===== config.mk =====
export PLATFORM = sky130hd
export DESIGN_NAME = lpsr_ctrl
export DESIGN_NICKNAME = d
export VERILOG_FILES = /design/src/core/lpsr_pkg.sv /design/src/core/lpsr_timer.sv /design/src/core/lpsr_ctrl.sv
export SDC_FILE = /design/constraint.sdc
export NUM_CORES = 1
export LEC_CHECK = 0
export BUFFER_PORTS_ARGS = -buffer_cell sky130_fd_sc_hd__buf_4
export CAP_MARGIN = 20
export CORE_ASPECT_RATIO = 1.2
export CORE_MARGIN = 1.5
export CORE_UTILIZATION = 54
export CTS_BUF_LIST = sky130_fd_sc_hd__clkbuf_8
export DETAILED_ROUTE_END_ITERATION = 6
export PLACE_DENSITY_LB_ADDON = 0.3
export SLEW_MARGIN = 20
export SYNTH_ARGS = -nofsm -noshare
export SYNTH_HDL_FRONTEND = slang
export SYNTH_SLANG_ARGS = --single-unit

===== constraint.sdc =====
create_clock -name clk -period 2 [get_ports clk]
set_clock_uncertainty 0.1 [all_clocks]
set_input_delay 0 -clock clk [delete_from_list [all_inputs] [get_ports clk]]
set_output_delay 0 -clock clk [all_outputs]
set_load 0.005 [all_outputs]

===== src/core/lpsr_pkg.sv =====
// Package with constants and types of the low-power static memory read controller
package lpsr_pkg;
	localparam int ADDR_W = 17;
	localparam int DATA_W = 32;
	localparam int CLK_PERIOD_NS = 10;
	// Timing figures of the memory, in ns
	localparam int ADDR_TO_DATA_TIME_NS = 15;
	localparam int SELECT_TO_DATA_TIME_NS = 15;
	localparam int OE_TO_DATA_TIME_NS = 7;
	localparam int READ_CYCLE_TIME_NS = 15;
	localparam int ADDR_SETUP_NS = 0;
	localparam int SKEW_MAX_NS = 4;
	// Least times round up; only the address setup is forced to at least one cycle
	localparam int ADDR_TO_DATA_CYC =
		(ADDR_TO_DATA_TIME_NS + CLK_PERIOD_NS - 1) / CLK_PERIOD_NS;
	localparam int SELECT_TO_DATA_CYC =
		(SELECT_TO_DATA_TIME_NS + CLK_PERIOD_NS - 1) / CLK_PERIOD_NS;
	localparam int OE_TO_DATA_CYC =
		(OE_TO_DATA_TIME_NS + CLK_PERIOD_NS - 1) / CLK_PERIOD_NS;
	localparam int READ_CYCLE_CYC =
		(READ_CYCLE_TIME_NS + CLK_PERIOD_NS - 1) / CLK_PERIOD_NS;
	localparam int ADDR_SETUP_CYC =
		(ADDR_SETUP_NS + CLK_PERIOD_NS - 1) / CLK_PERIOD_NS < 1 ? 1 :
		(ADDR_SETUP_NS + CLK_PERIOD_NS - 1) / CLK_PERIOD_NS;
	localparam int CNT_W = 4;
	// Read methods
	localparam logic [1:0] MODE_ADDR = 2'h0;
	localparam logic [1:0] MODE_SEL = 2'h1;
	localparam logic [1:0] MODE_OE = 2'h2;
	typedef enum logic [4:0] {
		LPSR_IDLE   = 5'h01,
		LPSR_SETUP  = 5'h02,
		LPSR_SELECT = 5'h04,
		LPSR_WAIT   = 5'h08,
		LPSR_DONE   = 5'h10
	} lpsr_state_e;
endpackage


===== src/core/lpsr_timer.sv =====
// Down counter that times one phase of a read
`timescale 1ns/1ps
module lpsr_timer
	import lpsr_pkg::*;
(
	// Clock and reset
	input  wire logic             clk,
	input  wire logic             srst,
	// Control
	input  wire logic             load,
	input  wire logic [CNT_W-1:0] value,
	// Status
	output logic                  expired
);
	typedef struct packed {
		logic [CNT_W-1:0] count;
	} lpsr_timer_s;

	lpsr_timer_s st;
	lpsr_timer_s next_st;

	always_comb begin
		next_st = st;
		if (load) begin
			next_st.count = value;
		end else if (st.count != '0) begin
			next_st.count = st.count - 1'b1;
		end
	end

	always_ff @(posedge clk) begin
		if (srst) begin
			st <= '0;
		end else begin
			st <= next_st;
		end
	end

	assign expired = (st.count == '0) && !load;
endmodule


===== src/core/lpsr_ctrl.sv =====
// Controller that reads a low-power asynchronous static memory through its pins
`timescale 1ns/1ps
module lpsr_ctrl
	import lpsr_pkg::*;
(
	// Clock and reset
	input  wire logic              clk,
	input  wire logic              srst,
	// User request
	input  wire logic              req_valid,
	input  wire logic [1:0]        req_mode,
	input  wire logic [ADDR_W-1:0] req_addr,
	output logic                   req_ready,
	// User answer
	output logic                   rsp_valid,
	output logic [DATA_W-1:0]      rsp_data,
	// Memory pins
	output logic                   chip_select_n,
	output logic                   chip_select_p,
	output logic                   output_enable_low,
	output logic                   store_strobe_low,
	output logic [ADDR_W-1:0]      mem_addr,
	input  wire logic [DATA_W-1:0] mem_data_in,
	output logic [DATA_W-1:0]      mem_data_out,
	output logic                   mem_data_oe
);
	// Whole state but the timer count in one record, pins included
	typedef struct packed {
		lpsr_state_e       state;
		logic [1:0]        mode;
		logic              selected;
		logic              accessed;
		logic [ADDR_W-1:0] addr;
		logic              oe_low;
		logic              ready;
		logic              rvalid;
		logic [DATA_W-1:0] rdata;
		logic [DATA_W-1:0] sync1;
		logic [DATA_W-1:0] sync2;
		logic              sel_n;
		logic              strobe_n;
		logic [DATA_W-1:0] dout;
		logic              doe;
	} lpsr_ctrl_s;

	lpsr_ctrl_s st;
	lpsr_ctrl_s next_st;

	// Timer handshake
	logic             tmr_load;
	logic [CNT_W-1:0] tmr_value;
	logic             tmr_expired;

	// Cycles to wait for data, plus the two synchroniser stages
	function automatic logic [CNT_W-1:0] lpsr_wait_cyc(input logic [1:0] mode);
		int cyc;
		cyc = ADDR_TO_DATA_CYC;
		if (mode == MODE_SEL) begin
			cyc = SELECT_TO_DATA_CYC;
		end else if (mode == MODE_OE) begin
			cyc = OE_TO_DATA_CYC;
		end
		if (cyc < READ_CYCLE_CYC) begin
			cyc = READ_CYCLE_CYC;
		end
		return CNT_W'(cyc + 2);
	endfunction

	// An address whose word was sensed and still stands on the pins needs no trigger
	function automatic logic lpsr_word_held(input lpsr_ctrl_s s,
		input logic [ADDR_W-1:0] addr);
		return s.accessed && s.selected && (s.addr == addr);
	endfunction

	// One timer serves the setup and the wait phases
	lpsr_timer u_timer (
		.clk     (clk),
		.srst    (srst),
		.load    (tmr_load),
		.value   (tmr_value),
		.expired (tmr_expired)
	);

	// Next state of everything, decided once per clock
	always_comb begin
		next_st = st;
		tmr_load = 1'b0;
		tmr_value = '0;
		// The answer stands one cycle
		next_st.rvalid = 1'b0;
		// Two flops bring the memory's data into the clock domain
		next_st.sync1 = mem_data_in;
		next_st.sync2 = st.sync1;
		unique case (st.state)
			LPSR_IDLE: begin
				if (req_valid && st.ready) begin
					next_st.ready = 1'b0;
					next_st.mode = req_mode;
					if (req_mode == MODE_OE && lpsr_word_held(st, req_addr)) begin
						// Read the word already sensed by only opening the output
						next_st.oe_low = 1'b0;
						next_st.state = LPSR_WAIT;
					end else if (req_mode == MODE_ADDR && lpsr_word_held(st, req_addr)) begin
						// Same address gives no trigger; the held word is current
						next_st.oe_low = 1'b0;
						next_st.state = LPSR_WAIT;
					end else if (req_mode == MODE_ADDR && st.selected) begin
						// Only the address moves; selects and oe stay put
						next_st.addr = req_addr;
						next_st.oe_low = 1'b0;
						next_st.state = LPSR_WAIT;
					end else begin
						// Deselect and set the new address on the same edge, with oe closed
						next_st.selected = 1'b0;
						next_st.oe_low = 1'b1;
						next_st.addr = req_addr;
						next_st.mode = MODE_SEL;
						next_st.state = LPSR_SETUP;
					end
					// Setup takes the short count, every other path the data wait
					tmr_load = 1'b1;
					tmr_value = (next_st.state == LPSR_SETUP) ? CNT_W'(ADDR_SETUP_CYC) :
						lpsr_wait_cyc(next_st.mode);
				end
			end
			LPSR_SETUP: begin
				if (tmr_expired) begin
					// Selects rise alone after the address has settled
					next_st.selected = 1'b1;
					next_st.state = LPSR_SELECT;
				end
			end

			LPSR_SELECT: begin
				// Output enable follows a cycle later, not with the selects
				next_st.oe_low = 1'b0;
				next_st.state = LPSR_WAIT;
				tmr_load = 1'b1;
				tmr_value = lpsr_wait_cyc(MODE_SEL);
			end

			LPSR_WAIT: begin
				// Address and selects hold, so only one trigger per read
				if (tmr_expired) begin
					next_st.rdata = st.sync2;
					next_st.rvalid = 1'b1;
					next_st.accessed = 1'b1;
					next_st.state = LPSR_DONE;
				end
			end

			LPSR_DONE: begin
				next_st.ready = 1'b1;
				next_st.state = LPSR_IDLE;
			end

			// Recovers from a code that is not one-hot
			default: begin
				next_st.state = LPSR_IDLE;
				next_st.ready = 1'b1;
			end
		endcase

		// Both selects come from flops of one edge, so they never skew apart
		next_st.sel_n    = ~next_st.selected;
		// Reads only: the write strobe stays high and the data bus stays released
		next_st.strobe_n = 1'b1;
		next_st.dout     = '0;
		next_st.doe      = 1'b0;
	end

	// Reset closes the output and deselects, so no read starts
	always_ff @(posedge clk) begin
		if (srst) begin
			st.state    <= LPSR_IDLE;
			st.mode     <= MODE_ADDR;
			st.selected <= 1'b0;
			st.accessed <= 1'b0;
			st.addr     <= '0;
			st.oe_low   <= 1'b1;
			st.ready    <= 1'b1;
			st.rvalid   <= 1'b0;
			st.rdata    <= '0;
			st.sync1    <= '0;
			st.sync2    <= '0;
			st.sel_n    <= 1'b1;
			st.strobe_n <= 1'b1;
			st.dout     <= '0;
			st.doe      <= 1'b0;
		end else begin
			st <= next_st;
		end
	end

	// Pin outputs straight from flip-flops
	assign req_ready         = st.ready;
	assign rsp_valid         = st.rvalid;
	assign rsp_data          = st.rdata;
	assign chip_select_n     = st.sel_n;
	assign chip_select_p     = st.selected;
	assign output_enable_low = st.oe_low;
	assign store_strobe_low  = st.strobe_n;
	assign mem_addr          = st.addr;
	assign mem_data_out      = st.dout;
	assign mem_data_oe       = st.doe;
endmodule


# Yosys cells after proc, flatten, opt, wreduce, memory -nomap -nowiden
# Cells that the tools add are included.
# op_classes
n_addsub,2
reduce_logical,21
eq_ne,12
n_bitwise,5
n_mux,37
n_lt_le_gt_ge,1
# ops
op,n
2-to-1 mux 32 bit,2
2-to-1 mux 4 bit,9
2-to-1 mux 33 bit,1
less-than comparator 32 x 3 -> 1 bit (second input constant),1
2-to-1 mux 5 bit,5
one-hot mux 5 bit (4 select lines),1
== test 17 bit,1
2-to-1 mux 3 bit,5
== test 5 x 2 -> 1 bit (second input constant),2
2-to-1 mux 8 bit,1
one-hot mux 1 bit (2 select lines),4
one-hot mux 4 bit (2 select lines),1
AND reduction 2 bit,4
logical AND 1 bit,7
2-to-1 mux 2 bit,3
!= test 2 bit (second input constant),3
== test 5 x 1 -> 1 bit (second input constant),1
== test 5 x 3 -> 1 bit (second input constant),1
== test 5 x 4 -> 1 bit (second input constant),1
2-to-1 mux 1 bit,5
inverter 1 bit,5
adder 4 x 3 -> 4 bit (second input constant),1
== test 2 bit (second input constant),2
logical NOT 4 bit,1
10 further kinds,11
# word_totals
regBits,164
elab_cells,94
output_inout_bits,88

# Logic depth before layout (Yosys ltp)
# Gate-level depths: netlist of run 1.
# depth
depth_word,21
ltp_mapped,7
depth_no_buf,6

# Cells and area by module
# A second synthesis of run 1 with hierarchy kept.
# unflattened
cells_unflattened,584
area_unflattened_um2,5335.1
# modules_own_cells
mod,seq_area_each_um2,cells_per_inst,n_inst,area_each_um2
lpsr_ctrl,2482.4,558,1,5102.4
lpsr_timer,80.1,26,1,232.7

# Least setup slack after synthesis of run 1
# Ideal clock, no wire load.
# synth_path
path_type,register -> register
start,register st (netlist bit mem_addr[12])
end,register st (netlist bit chip_select_n)
synth_period_minus_slack_ns,1.655
setup_ns,0.127
setup_slack_ns,0.345
path_stages_with_launch,6
arrival_ns,1.428
path_cell_list,dfxtp_1 > xnor2_1 > nand4_1 > nor3_4 > a211oi_1 > or3_1
# synth_between
elab_chain_len,10
# synth_lines
element,line,source
from (decl),lpsr_ctrl.sv:46,lpsr_ctrl_s st;
from (signal assigned),lpsr_ctrl.sv:191,st <= next_st;
== test 17 bit *,lpsr_ctrl.sv:72,return s.accessed && s.selected && (s.addr == addr);
logical AND 1 bit *,lpsr_ctrl.sv:72,
logical AND 1 bit,lpsr_ctrl.sv:103,"end else if (req_mode == MODE_ADDR && lpsr_word_held(st, req_addr)) begin"
2-to-1 mux 3 bit,lpsr_ctrl.sv:103,
2-to-1 mux 3 bit *,lpsr_ctrl.sv:99,"if (req_mode == MODE_OE && lpsr_word_held(st, req_addr)) begin"
2-to-1 mux 3 bit *,lpsr_ctrl.sv:96,if (req_valid && st.ready) begin
2-to-1 mux 3 bit *,lpsr_ctrl.sv:94,unique case (st.state)
2-to-1 mux 8 bit *,lpsr_ctrl.sv:96,
one-hot mux 1 bit (2 select lines) *,lpsr_ctrl.sv:94,
inverter 1 bit *,lpsr_ctrl.sv:165,next_st.sel_n = ~next_st.selected;
# Every way passes the cells marked *; elsewhere a longest branch is shown, timed or not. The select of a mux whose other input is x is not followed.
# A chain may end at the register's enable or synchronous reset.

# Worst setup path after layout of run 1
# layout_path
start,register st (netlist bit mem_addr[0])
end,register st (netlist bit mem_addr[12])
# layout_between
elab_chain_len,5
# layout_lines
element,line
== test 17 bit *,lpsr_ctrl.sv:72
logical AND 1 bit *,lpsr_ctrl.sv:72
"logical AND 1 bit, on equally long branches","lpsr_ctrl.sv:103, lpsr_ctrl.sv:99"
inverter 1 bit (no source line),n/a
AND reduction 4 bit (no source line) *,n/a
# Every way passes the cells marked *; elsewhere a longest branch is shown, timed or not.

==> results of run 1 <==
==> per-layer routing <==
layer  GRT usage  up-vias
met1      0.2498     1922
li1            -     2051
met2      0.3647      128
met4     0.07475        0
met5           0        -
met3     0.06352       15
==> registers in the layout, summed over array words and instances (netlist names) <==
| name | cells |
|---|---|
| chip_select_n | 1 |
| chip_select_p | 1 |
| mem_addr | 17 |
| next_st | 32 |
| output_enable_low | 1 |
| req_ready | 1 |
| rsp_data | 32 |
| rsp_valid | 1 |
| st | 38 |
| u_timer.st | 4 |
==> stage by stage <==
step	util	hold WS, ns	worst slack (ns)	instance area [um^2]
global route	0.7055	0.08477	0.03299	6748
finish	0.7055	0.04850	0.1997	6748
floorplan	-	0.02818	0.3447	5429
detailed placement	0.6016	0.1151	0.2253	5754
CTS	0.7055	0.03153	0.1970	6748
global placement	0.6016	0.1095	0.2729	5754
==> area by class of cell <==
type                    count  area, um^2
inverters                   3       11.26
fillers                   739        2816
flip-flops and latches    128        2562
multi-input cells         364        2088
well taps                 123       153.9
clock buffers              17       234.0
repair buffers            183        1569
clock inverters            14       128.9
==> worst max-delay path, cell delays in order (launching register included) <==
cell,delay (ns)
sky130_fd_sc_hd__dfxtp_1,0.40
sky130_fd_sc_hd__xnor2_1,0.15
sky130_fd_sc_hd__nand4_1,0.17
sky130_fd_sc_hd__nor3_4,0.32
sky130_fd_sc_hd__buf_4,0.31
sky130_fd_sc_hd__nand2b_1,0.15
sky130_fd_sc_hd__nand3_1,0.07
==> worst paths after layout <==
path / cells past startpoint / from / endpoint / slack, ns
worst max register to register: 6 / mem_addr[0] / mem_addr[12] / 0.20
worst min-delay path: 5 / req_mode[1] / st[158] / 0.05
worst max-delay path: 6 / mem_addr[0] / mem_addr[12] / 0.20
worst min register to register: 2 / st[48] / rsp_data[13] / 0.33
==> cells by family after synthesis <==
kind of cell / synth area share
compound gates: 0.08272
other cells: 0.001415
flops: 0.4827
xor+xnor: 0.03300
buf+inv: 0.1471
fa+ha+maj: 0.004713
simple gates: 0.2484
==> cells in the final DEF (no fill, tap or decap), types with 3 or more instances in the layout <==
cell type | Yosys | layout
sky130_fd_sc_hd__clkinv_2 | 0 | 5
sky130_fd_sc_hd__buf_4 | 83 | 117
sky130_fd_sc_hd__buf_12 | 0 | 3
sky130_fd_sc_hd__nor3b_1 | 18 | 18
sky130_fd_sc_hd__conb_1 | 2 | 34
sky130_fd_sc_hd__nand3_1 | 20 | 20
sky130_fd_sc_hd__nor2_1 | 13 | 12
sky130_fd_sc_hd__dlygate4sd3_1 | 0 | 63
sky130_fd_sc_hd__nor2b_1 | 67 | 67
sky130_fd_sc_hd__clkbuf_8 | 0 | 17
sky130_fd_sc_hd__nand2_1 | 70 | 70
sky130_fd_sc_hd__nand4_1 | 22 | 22
sky130_fd_sc_hd__a21oi_1 | 36 | 36
sky130_fd_sc_hd__nor3_1 | 7 | 7
sky130_fd_sc_hd__dfxtp_1 | 128 | 128
sky130_fd_sc_hd__a32oi_1 | 17 | 17
sky130_fd_sc_hd__nand2b_1 | 17 | 17
sky130_fd_sc_hd__xnor2_1 | 18 | 18
sky130_fd_sc_hd__inv_1 | 2 | 5
sky130_fd_sc_hd__o21ai_0 | 3 | 3
==> report_power, final <==
part           leakage (nW)  internal (W)  switching (W)
Sequential             1.05       0.00274       0.000148
Clock                 0.195       0.00108       0.000948
Combinational          1.56      0.000550       0.000479
==> repair_timing <==
item                       4_1_cts  5_1_grt
setup endpoints to repair        0        0
hold endpoints to repair        63        0
hold buffers                    63        0
==> run summary, run 1 <==
The fraction of layout instances using a drive strength above 1 was 0.2158; the DRC marker count from the first detailed-route iteration was 181. For this design the static power due to leakage is 2.809 nW. The run gives 0.2130 as the global router's overall resource usage.

The first global-routing pass estimated 17560 um of wire. For the final routed database, the setup TNS stands at 0 ns. In the routed layout, each cell is associated on average with a via count of 4.947. The startpoint type of the worst setup path is a register.

The synthesized netlist occupies a cell area of 0.005309 mm^2. The final wirelength came out at 10870 um. The critical path in this run is classified as reg2reg.

Source-to-sink clock delay at the later pin of the worst-skew pair: 0.43 ns. The routed length on met2 is 5505 um, and the number of failing hold endpoints at the final stage is 0. Synthesis produced 581 cells.

The maximum VDD drop was 0.4121 mV. The final RePlAce weighted congestion was 0.7518; the number of max-cap violations was 0. For the worst setup path, the data required time is 2.21 ns. The cell chosen for the clock root is sky130_fd_sc_hd__clkbuf_8.

After detailed routing, the average wire length per cell comes to 13.06 um. The share of the synthesized area in the top cell type was 0.4827. The final critical-path share of the clock period is 0.9001, and the final setup violation count is 0.

TritonCTS built the clock tree. The floorplan has 39 rows. After layout, the design draws a total of 0.005940 W. The finished layout holds 832 standard cells, fillers aside.

The first TritonRoute pass finished after 5 iterations. The tools report the sequential-to-total area share from yosys stat as 0.4827. STA classifies the critical path endpoint as a register. The clock tree synthesis step divided the H-tree into 4 levels.

The chip height is 111.6 um, and the arrival time reported for the critical path endpoint is 2.01 ns. For this run, the leading register cell type out of synthesis is sky130_fd_sc_hd__dfxtp_1. The maximum buffer depth of the clock tree is 2. The largest area contributor in the synthesized netlist was sky130_fd_sc_hd__dfxtp_1. The tools report the clock sink count as 128. The flow ran to the end, and the final reports show no timing, DRC or antenna violations. The total power divided by cell area came out at 880.3 mW/mm^2. After detailed routing, the wire length on met1 is 4661 um. Counting flops with a built-in enable in the synthesized netlist gives 0. The tools report the residual DRC count as 0. In the final design database the tool counted 753 nets. The run gives 0 as the total inserted antenna cells. The final critical path time including I/O delays and setup is 1.800 ns, and the count of instances resized after the clock tree is built is 0.

The synthesis-to-finish area growth came out at 27.10%. Once detailed placement completed, the half-perimeter wirelength came to 6555 um. Setup repair after global routing left no endpoint under its margin. Of all nets on the critical path, the largest fanout is 26. The synthesized design contains 128 register bits.

The number of instances in the placed design was 738. The most common cell in the synthesized netlist is sky130_fd_sc_hd__dfxtp_1. The die covers 0.01044 mm^2.

The share of flip-flops with an asynchronous set or reset after synthesis was 0. At the pin with the least slew margin, the transition time is 0.5866 ns. The logs give 555.5 MHz for the maximum clock frequency and 0 for the buffers inserted during post-CTS setup optimization. The remaining antenna violation count after routing came out at 0. By area the synthesized netlist is led by sky130_fd_sc_hd__dfxtp_1 48%, sky130_fd_sc_hd__buf_4 12%, sky130_fd_sc_hd__nor2b_1 7.9%. For the relative slew slack, the log shows 0.6090. The die width came out at 93.52 um. For this run the aggregate overflow at the end of global routing stands at 0. The total number of yosys warnings was 0; the number of max-slew violations in the final report was 0. In this run, CTS created clock tree buffers numbering 17.

Starting density of the core: 0.5551. The highest layer touched by signal routing is met4. Entering global routing, the biggest net connects 56 pins.

In this run the mean area of a mapped cell was 9.137 um^2. Buffers placed on the I/O ports in this run total 107. The logs give 142 for the I/O pin count and 3792 for the number of global-route vias before repair. For this block, the via count after detailed routing is 4116. Class of the most critical hold timing path: in2reg.

Summed over all nets, wire length on met3 after detailed routing comes to 590 um. The synthesized netlist contains 37 unique library cells. Clock-pin slew was measured on the worst setup and hold paths at 0.08 ns.

The core footprint came out at 0.009564 mm^2. The number of antenna violations at the first check in global routing is 0. After synthesis, the most frequently instantiated cells are 128 x sky130_fd_sc_hd__dfxtp_1, 83 x sky130_fd_sc_hd__buf_4, 70 x sky130_fd_sc_hd__nand2_1.
Note: power is estimated with default switching activity, not from simulation.
==> run 2: changes to the inputs <==
- CORE_MARGIN: 1.5 -> default
- SYNTH_HIERARCHICAL: default -> 1
==> run summary, run 2 <==
The relative slew slack is 0.5768 (-0.03213), and the length of the first detailed-routing pass in iterations is 4 (-1). The logs give 39 (unchanged) for the number of standard-cell rows in the floorplan and 0.005335 mm^2 (+0.49%) for the total standard cell area after synthesis. Among all cell types in the netlist, the one instantiated most often is sky130_fd_sc_hd__dfxtp_1. The logs give 0.006953 mm^2 (+3.0%) for the post-route cell area and 0 (unchanged) for the total inserted antenna cells. TritonCTS built the clock tree.

For the post-layout net count, the log shows 761 (+1.1%). Of all cell types, the one taking the most synthesized area is sky130_fd_sc_hd__dfxtp_1. The run gives 6760 um (+3.1%) as the total half-perimeter wirelength after legalization and detailed placement. The final critical-path share of the clock period was 0.9418 (+0.04168); the global router's overall resource usage was 0.2242 (+0.01120). The highest layer used for signal routing was met4. The number of max-cap violations is 0 (unchanged), and the CTS H-tree depth is 4 (unchanged).

The maximum clock frequency was 530.9 MHz (-4.4%); the register clock-pin slew on the reported worst setup and hold paths was 0.08 ns (about the same). The sum of negative setup slack was 0 ns (unchanged); the number of distinct standard cells referenced by the synthesized netlist was 42 (+14%). The tools report the DRC marker count from the first detailed-route iteration as 151 (-17%).

The fraction of the mapped netlist area in adder cells is 0.004690 (-0.00002321), and the count of flip-flops with a built-in enable after synthesis is 0 (unchanged). The vias after detailed routing was 4200 (+2.0%). The fraction of layout instances using a drive strength above 1 came out at 0.2479 (+0.03211). Leaving out fill and tap cells, the most frequent cells in the layout are 125 x sky130_fd_sc_hd__dfxtp_1, 120 x sky130_fd_sc_hd__buf_4, 77 x sky130_fd_sc_hd__nand2_1. The final setup violation count is 0 (unchanged), and the area share of and/or/nand/nor cells after synthesis is 0.2507 (+0.002294).

For the source-to-sink clock delay at the later pin of the worst-skew pair, the log shows 0.43 ns (about the same). By area the synthesized netlist is led by sky130_fd_sc_hd__dfxtp_1 48%, sky130_fd_sc_hd__buf_4 12%, sky130_fd_sc_hd__nor2b_1 7.9%. The pin count of the biggest net entering global routing was 75 (+34%).

Number of flip-flops in the largest register: 38 (unchanged). Cell seen most often among critical-path stages: sky130_fd_sc_hd__buf_4. The chip height was 110.9 um (-0.65%); the wire length on met3 was 463 um (-22%). The worst setup path is captured at a register. The run finished with clean final reports. The static leakage is 2.895 nW (+3.1%). For the total CTS buffers, the log shows 17 (unchanged).

The clock sink count was 128 (unchanged). The startpoint type of the worst setup path is a register. The compound-gate portion of the synthesized area works out to 0.07880 (-0.003925). The count of buffers inserted at the top-level ports came out at 107 (unchanged).

Setup repair after global routing left no endpoint under its margin. The post-synthesis average cell area was 9.135 um^2 (about the same); the register-to-register setup slack was 0.12 ns (-0.08 ns). The min-delay analysis places its worst path in the category in2reg. For the final wirelength, the log shows 11290 um (+3.9%). The overall die area is 0.01028 mm^2 (-1.5%), and the average via count per standard cell is 4.994 (+0.95%). The critical path goes through nor3b_4 > nand4_1 > buf_4 > buf_4 > nor3b_1 > a32oi_1 > nand3_1. The final RePlAce weighted congestion was 0.8385 (+12%); the measured slew at the worst slew-check pin was 0.6338 ns (+0.04727 ns). The run gives 0.005786 mm^2 (+0.54%) as the area after detailed placement. The maximum fanout along the worst path came out at 22 (-15%). The routed length on met2 was 5923 um (+7.6%). The primary flip-flop cell chosen by synthesis mapping was sky130_fd_sc_hd__dfxtp_1.

The tools report the required time reported for the critical path endpoint as 2.28 ns (+0.07 ns). The synthesized-area fraction occupied by xor and xnor cells was 0.03283 (-0.0001625); the number of antenna violations at the first check in global routing was 0 (unchanged). The tools report the starting density of the core as 0.5578 (+0.002747). Among all stages on the critical path, the largest delay is contributed by sky130_fd_sc_hd__dfxtp_1. For the core footprint, the log shows 0.009564 mm^2 (unchanged).

The total overflow reported by the global router was 0 (unchanged); the share of the synthesized area in the top cell type was 0.4803 (-0.002377). The average wire length per cell after detail routing is 13.42 um (+2.8%), and the share of synthesized area spent on multiplexers is 0.002111 (+0.002111). The number of failing hold endpoints at the final stage came out at 0 (unchanged). The share of flip-flops with an asynchronous set or reset after synthesis is 0 (unchanged). The run gives 4630 um (-0.67%) as the detailed-route wire length on metal 1. The fill cell instance count of the final layout was 702 (-5.0%).

The cell chosen for the clock root was sky130_fd_sc_hd__clkbuf_8. The flip-flop and latch count after synthesis came out at 128 (unchanged). Sequential-to-total area share from yosys stat: 0.4803 (-0.002377). Counting instances in the post-synthesis netlist gives the leading cell types as 128 x sky130_fd_sc_hd__dfxtp_1, 83 x sky130_fd_sc_hd__buf_4, 77 x sky130_fd_sc_hd__nand2_1. The final cell count without fillers is 841 (+1.1%).

The critical path start-end classification is reg2reg. For the I/O pin count, the log shows 142 (unchanged). The run gives 0 (unchanged) as the number of max-slew violations in the final report. The largest stage delay on the critical path is 0.36 ns (-0.04 ns), and the residual DRC count is 0 (unchanged).

The tools report the remaining antenna violation count after routing as 0 (unchanged). Wire length of the first global-routing pass: 18130 um (+3.3%). The synthesis-to-finish area growth was 30.32%. Worst hold slack across all endpoints: 0.2241 ns (+0.1756 ns).

The final critical path time including I/O delays and setup was 1.884 ns (+0.08337 ns). Die width: 92.74 um (-0.83%). The maximum buffer depth of the clock tree was 2 (unchanged). The main combinational cell family by area after synthesis is simple AND/OR/NAND/NOR gates. The number of global-route vias before repair is 3943 (+4.0%), and the total power divided by cell area is 927.3 mW/mm^2 (+5.3%). Total number of yosys warnings: 6 (+6).

The library cell used most frequently in the layout, excluding fill and tap cells, is sky130_fd_sc_hd__dfxtp_1. The logs give 584 (+0.52%) for the number of instances in the synthesized netlist and 2.16 ns (+0.15 ns) for the arrival time reported for the critical path endpoint. Maximum VDD drop: 0.4590 mV (+11%). Counting flops per register, the top entry is st. The tools report the number of instances in the placed design as 746 (+1.1%).
## run 2: changes by cell type after synthesis, moves of 3 or more
cell,before,now
sky130_fd_sc_hd__nand2_1,70,77
sky130_fd_sc_hd__nor2_1,13,8
sky130_fd_sc_hd__nor3_1,7,3
sky130_fd_sc_hd__a21oi_1,36,33
sky130_fd_sc_hd__buf_2,12,9
## run 2: logic make-up after synthesis
logic type / after synthesis
AOI/OAI and AO/OA: 64
buffers and inverters: 122
adders and majority gates: 2
xor gates and xnor gates: 20
other: 2
muxes: 1
DFF: 128
and+or+nand+nor: 245
## run 2: worst paths after layout
check | start | to | cells after the start
worst max-delay path | st[155] | mem_addr[13] | 7
worst min-delay path | mem_data_in[4] | next_st[39] | 3
worst max register to register | st[155] | mem_addr[13] | 7
worst min register to register | st[48] | rsp_data[13] | 2
## run 2: repair_timing
action                                  CTS  global route
resized for setup                         1            16
buffers inserted                          0             1
gates cloned                              0             0
pin swaps                                 0             2
endpoints found under the setup margin    2            39
hold buffers                             62             0
hold endpoints to repair                 67             0
## run 2: layout make-up
class | count | area (um^2) | area share
sequential | 128 | 2566 | 0.3691
inverter | 5 | 18.77 | 0.002699
timing repair buffer | 185 | 1582 | 0.2275
clock buffer | 18 | 247.7 | 0.03563
tap | 123 | 153.9 | 0.02213
multi-input combinational | 368 | 2158 | 0.3104
clock inverter | 14 | 226.5 | 0.03257
## run 2: report_power, final
group          internal, W  switching, W  total (W)
Sequential         0.00272      0.000132    0.00285
Clock              0.00154       0.00104    0.00258
Combinational     0.000581      0.000440    0.00102
## run 2: critical path, delay by kind of cell (launching register included)
family	cells	cell delay, ns
and+or+nand+nor	4	0.79
buffers and inverters	2	0.47
DFF	1	0.36
AOI/OAI and AO/OA	1	0.10
## run 2: routing by layer
metal	GRT usage	up-vias
li1	-	2066
met1	0.2551	1995
met2	0.3931	115
met3	0.05281	24
met4	0.1015	0
met5	0	-
## run 2: metrics by stage
stage / power (W) / util / setup slack, ns
after floorplan: 0.003543 / - / 0.01838
after global placement: 0.003731 / 0.6049 / 0.1073
after detailed placement: 0.003770 / 0.6049 / 0.02418
after CTS: 0.006440 / 0.7198 / 0.01324
after global routing: 0.006734 / 0.7270 / 0.01227
final: 0.006447 / 0.7270 / 0.1164
==> run 3: changes to the inputs <==
--- a/config.mk
+++ b/config.mk
@@ -13,3 +13,5 @@
 export DETAILED_ROUTE_END_ITERATION = 6
+export MAX_ROUTING_LAYER = met4
 export PLACE_DENSITY_LB_ADDON = 0.3
+export REMOVE_ABC_BUFFERS = 1
 export SLEW_MARGIN = 20
--- a/constraint.sdc
+++ b/constraint.sdc
@@ -4,2 +4,2 @@
 set_output_delay 0 -clock clk [all_outputs]
-set_load 0.005 [all_outputs]
+set_load 0.01 [all_outputs]
==> run summary, run 3 (synthesis results as in run 2) <==
The flow ran to the end, and the final reports show no timing, DRC or antenna violations. In the layout the commonest cells are 126 x sky130_fd_sc_hd__dfxtp_1, 115 x sky130_fd_sc_hd__buf_4, 77 x sky130_fd_sc_hd__nand2_1. The cell depth of the worst flop-to-flop path is 10 (+3).

The number of flip-flops in the largest register was 38 (unchanged); the final critical path time including I/O delays and setup was 1.893 ns (+0.009609 ns). Setup repair after global routing left no endpoint under its margin. The tools report the number of global-route vias before repair as 4099 (+4.0%). The count of buffers inserted at the top-level ports works out to 107 (unchanged). The residual DRC count came out at 0 (unchanged).

Critical path capture point type: a register. DRC marker count from the first detailed-route iteration: 133 (-12%). The final RePlAce weighted congestion was 0.7532 (-10%); the register clock-pin slew on the reported worst setup and hold paths was 0.08 ns (about the same). The startpoint type of the worst setup path was a register. The most common cell after layout, fill and taps aside was sky130_fd_sc_hd__dfxtp_1. The run gives 0 ns (unchanged) as the sum of negative setup slack. The measured slew at the worst slew-check pin is 0.6287 ns (-0.005098 ns).

For the starting density of the core, the log shows 0.5578 (unchanged). The run gives 17 (unchanged) as the total CTS buffers. The endpoint identified for the worst register-to-register timing path is st[158]. The startpoint identified for the worst register-to-register timing path is st[155]. The tools report the final cell count without fillers as 837 (-0.48%).

Total half-perimeter wirelength after legalization and detailed placement: 6593 um (-2.5%). The run gives 2 (unchanged) as the maximum buffer depth of the clock tree. The run gives 11350 um (+0.57%) as the final wirelength. The average via count per standard cell works out to 5.050 (+1.1%). Compared with the post-synthesis result, the final layout area differs by 27.65%. Pin count of the biggest net entering global routing: 86 (+15%). The vias after detailed routing was 4227 (+0.64%); the number of antenna violations at the first check in global routing was 0 (unchanged). The fraction of layout instances using a drive strength above 1 came out at 0.2311 (-0.01682).

The total inserted antenna cells is 0 (unchanged). The critical path start-end classification was reg2reg. Clock tree synthesis selected as its root buffer the cell sky130_fd_sc_hd__clkbuf_8.

The critical path ends at st[158]. For the remaining antenna violation count after routing, the log shows 0 (unchanged). The final critical-path share of the clock period is 0.9466 (+0.004804), and the total power divided by cell area is 883.6 mW/mm^2 (-4.7%).

TritonCTS built the clock tree. For the overall die area, the log shows 0.01028 mm^2 (unchanged). The arrival time reported for the critical path endpoint came out at 2.14 ns (-0.02 ns). The die width was 92.74 um (unchanged). The area occupied by registers was 0.002565 mm^2 (about the same); the post-layout net count was 757 (-0.53%). The maximum fanout along the worst path was 5 (-77%); the fill cell instance count of the final layout was 693 (-1.3%).

The final total power was 0.006018 W (-6.7%). The tools report the source-to-sink clock delay at the later pin of the worst-skew pair as 0.42 ns (about the same). Clock sink count: 128 (unchanged). The run gives 528.2 MHz (-0.51%) as the maximum clock frequency.

The number of max-slew violations in the final report is 0 (unchanged). The number of instances in the placed design is 744 (-0.27%), and the final cell utilization of the core is 0.7121 (-0.01491). The run gives 0 (unchanged) as the number of max-cap violations.

The required time reported for the critical path endpoint is 2.24 ns (-0.04 ns). The chip height came out at 110.9 um (unchanged). Total overflow reported by the global router: 0 (unchanged). The area after detailed placement is 0.005778 mm^2 (-0.13%), and the wire length of the first global-routing pass is 18600 um (+2.6%). The tools report the number of standard-cell rows in the floorplan as 39 (unchanged). For the global router's overall resource usage, the log shows 0.2347 (+0.01048).

The tools report the CTS H-tree depth as 4 (unchanged). The multi-input gate area in the final layout is 0.002127 mm^2 (-1.4%). The startpoint identified for the worst hold timing path is mem_data_in[31].

The logs give 0.4432 mV (-3.4%) for the maximum VDD drop and 0.11 ns (about the same) for the register-to-register setup slack. Counting flops per register, the top entry is st. The number of failing hold endpoints at the final stage was 0 (unchanged); the static leakage was 2.826 nW (-2.4%). The critical path startpoint was st[155].

The run gives 0.5802 (+0.003403) as the relative slew slack. The average wire length per cell after detail routing came out at 13.56 um (+1.0%). Class of the most critical hold timing path: in2reg.

The final setup violation count is 0 (unchanged). The post-route cell area is 0.006810 mm^2 (-2.1%). The core footprint came out at 0.009564 mm^2 (unchanged).

The run gives 4 (unchanged) as the length of the first detailed-routing pass in iterations. The I/O pin count came out at 142 (unchanged).
==> run 3: cell count changes in the layout (fill, tap and decap cells not counted), sizes merged <==
| cell | delta |
|---|---|
| buf | -3 |
| bufinv | -3 |
| clkinvlp | +3 |
| dlygate4sd3 | -1 |
==> run 3: metal layers <==
layer  global-route usage  share of wire  up-vias
met2               0.4025           0.53      125
li1                     -              -     2056
met1               0.2597           0.40     2034
met4              0.06974         0.0079        0
met5                    -              0        -
met3              0.07270          0.053       12
==> run 3: layout make-up <==
cell class                 count  area share
clock buffer                  18     0.03638
clock inverter                14     0.02076
inverter                       5    0.002756
multi-input combinational    368      0.3123
sequential                   128      0.3766
tap                          123     0.02260
timing repair buffer         181      0.2286
==> run 3: what timing repair did <==
action,in CTS,in global routing
endpoints found under the setup margin,20,20
setup buffers,0,0
hold endpoints to repair,62,0
cloned,0,0
hold buffers,61,0
resized for setup,3,7
==> run 3: through the flow <==
step	worst slack, ns	hold slack, ns
final	0.1067	0.2348
after global routing	0.006294	0.2169
after CTS	0.08891	0.1957
after detailed placement	-0.06142	0.1148
after global placement	0.06895	0.1086
after floorplan	-1.135	-0.03756
==> run 3: worst min-delay path by stage <==
| stage | end | slack, ns | depth (start not counted) |
|---|---|---|---|
| final | next_st[66] | 0.23 | 3 |
| after global routing | next_st[66] | 0.22 | 3 |
| after CTS | next_st[64] | 0.20 | 3 |
| after detailed placement | next_st[41] | 0.11 | 2 |
| after global placement | next_st[65] | 0.11 | 2 |
| after floorplan | u_timer/st[3] | -0.04 | 1 |
==> run 3: power by group <==
group | internal, W | switching [W] | total [W]
clock | 0.00113 | 0.000987 | 0.00212
sequential | 0.00272 | 0.000129 | 0.00285
combinational | 0.000571 | 0.000481 | 0.00105
==> run 3: worst max-delay path, cell delays in order, from the launching register on <==
cell and delay [ns]:
sky130_fd_sc_hd__dfxtp_1 0.37, sky130_fd_sc_hd__nor3b_2 0.22, sky130_fd_sc_hd__nand4_1 0.16, sky130_fd_sc_hd__and2_1 0.20, sky130_fd_sc_hd__inv_1 0.11, sky130_fd_sc_hd__nor2b_4 0.06
sky130_fd_sc_hd__nor3b_1 0.18, sky130_fd_sc_hd__o21ai_1 0.12, sky130_fd_sc_hd__nand2_1 0.08, sky130_fd_sc_hd__nand2_1 0.05, sky130_fd_sc_hd__a31oi_1 0.17
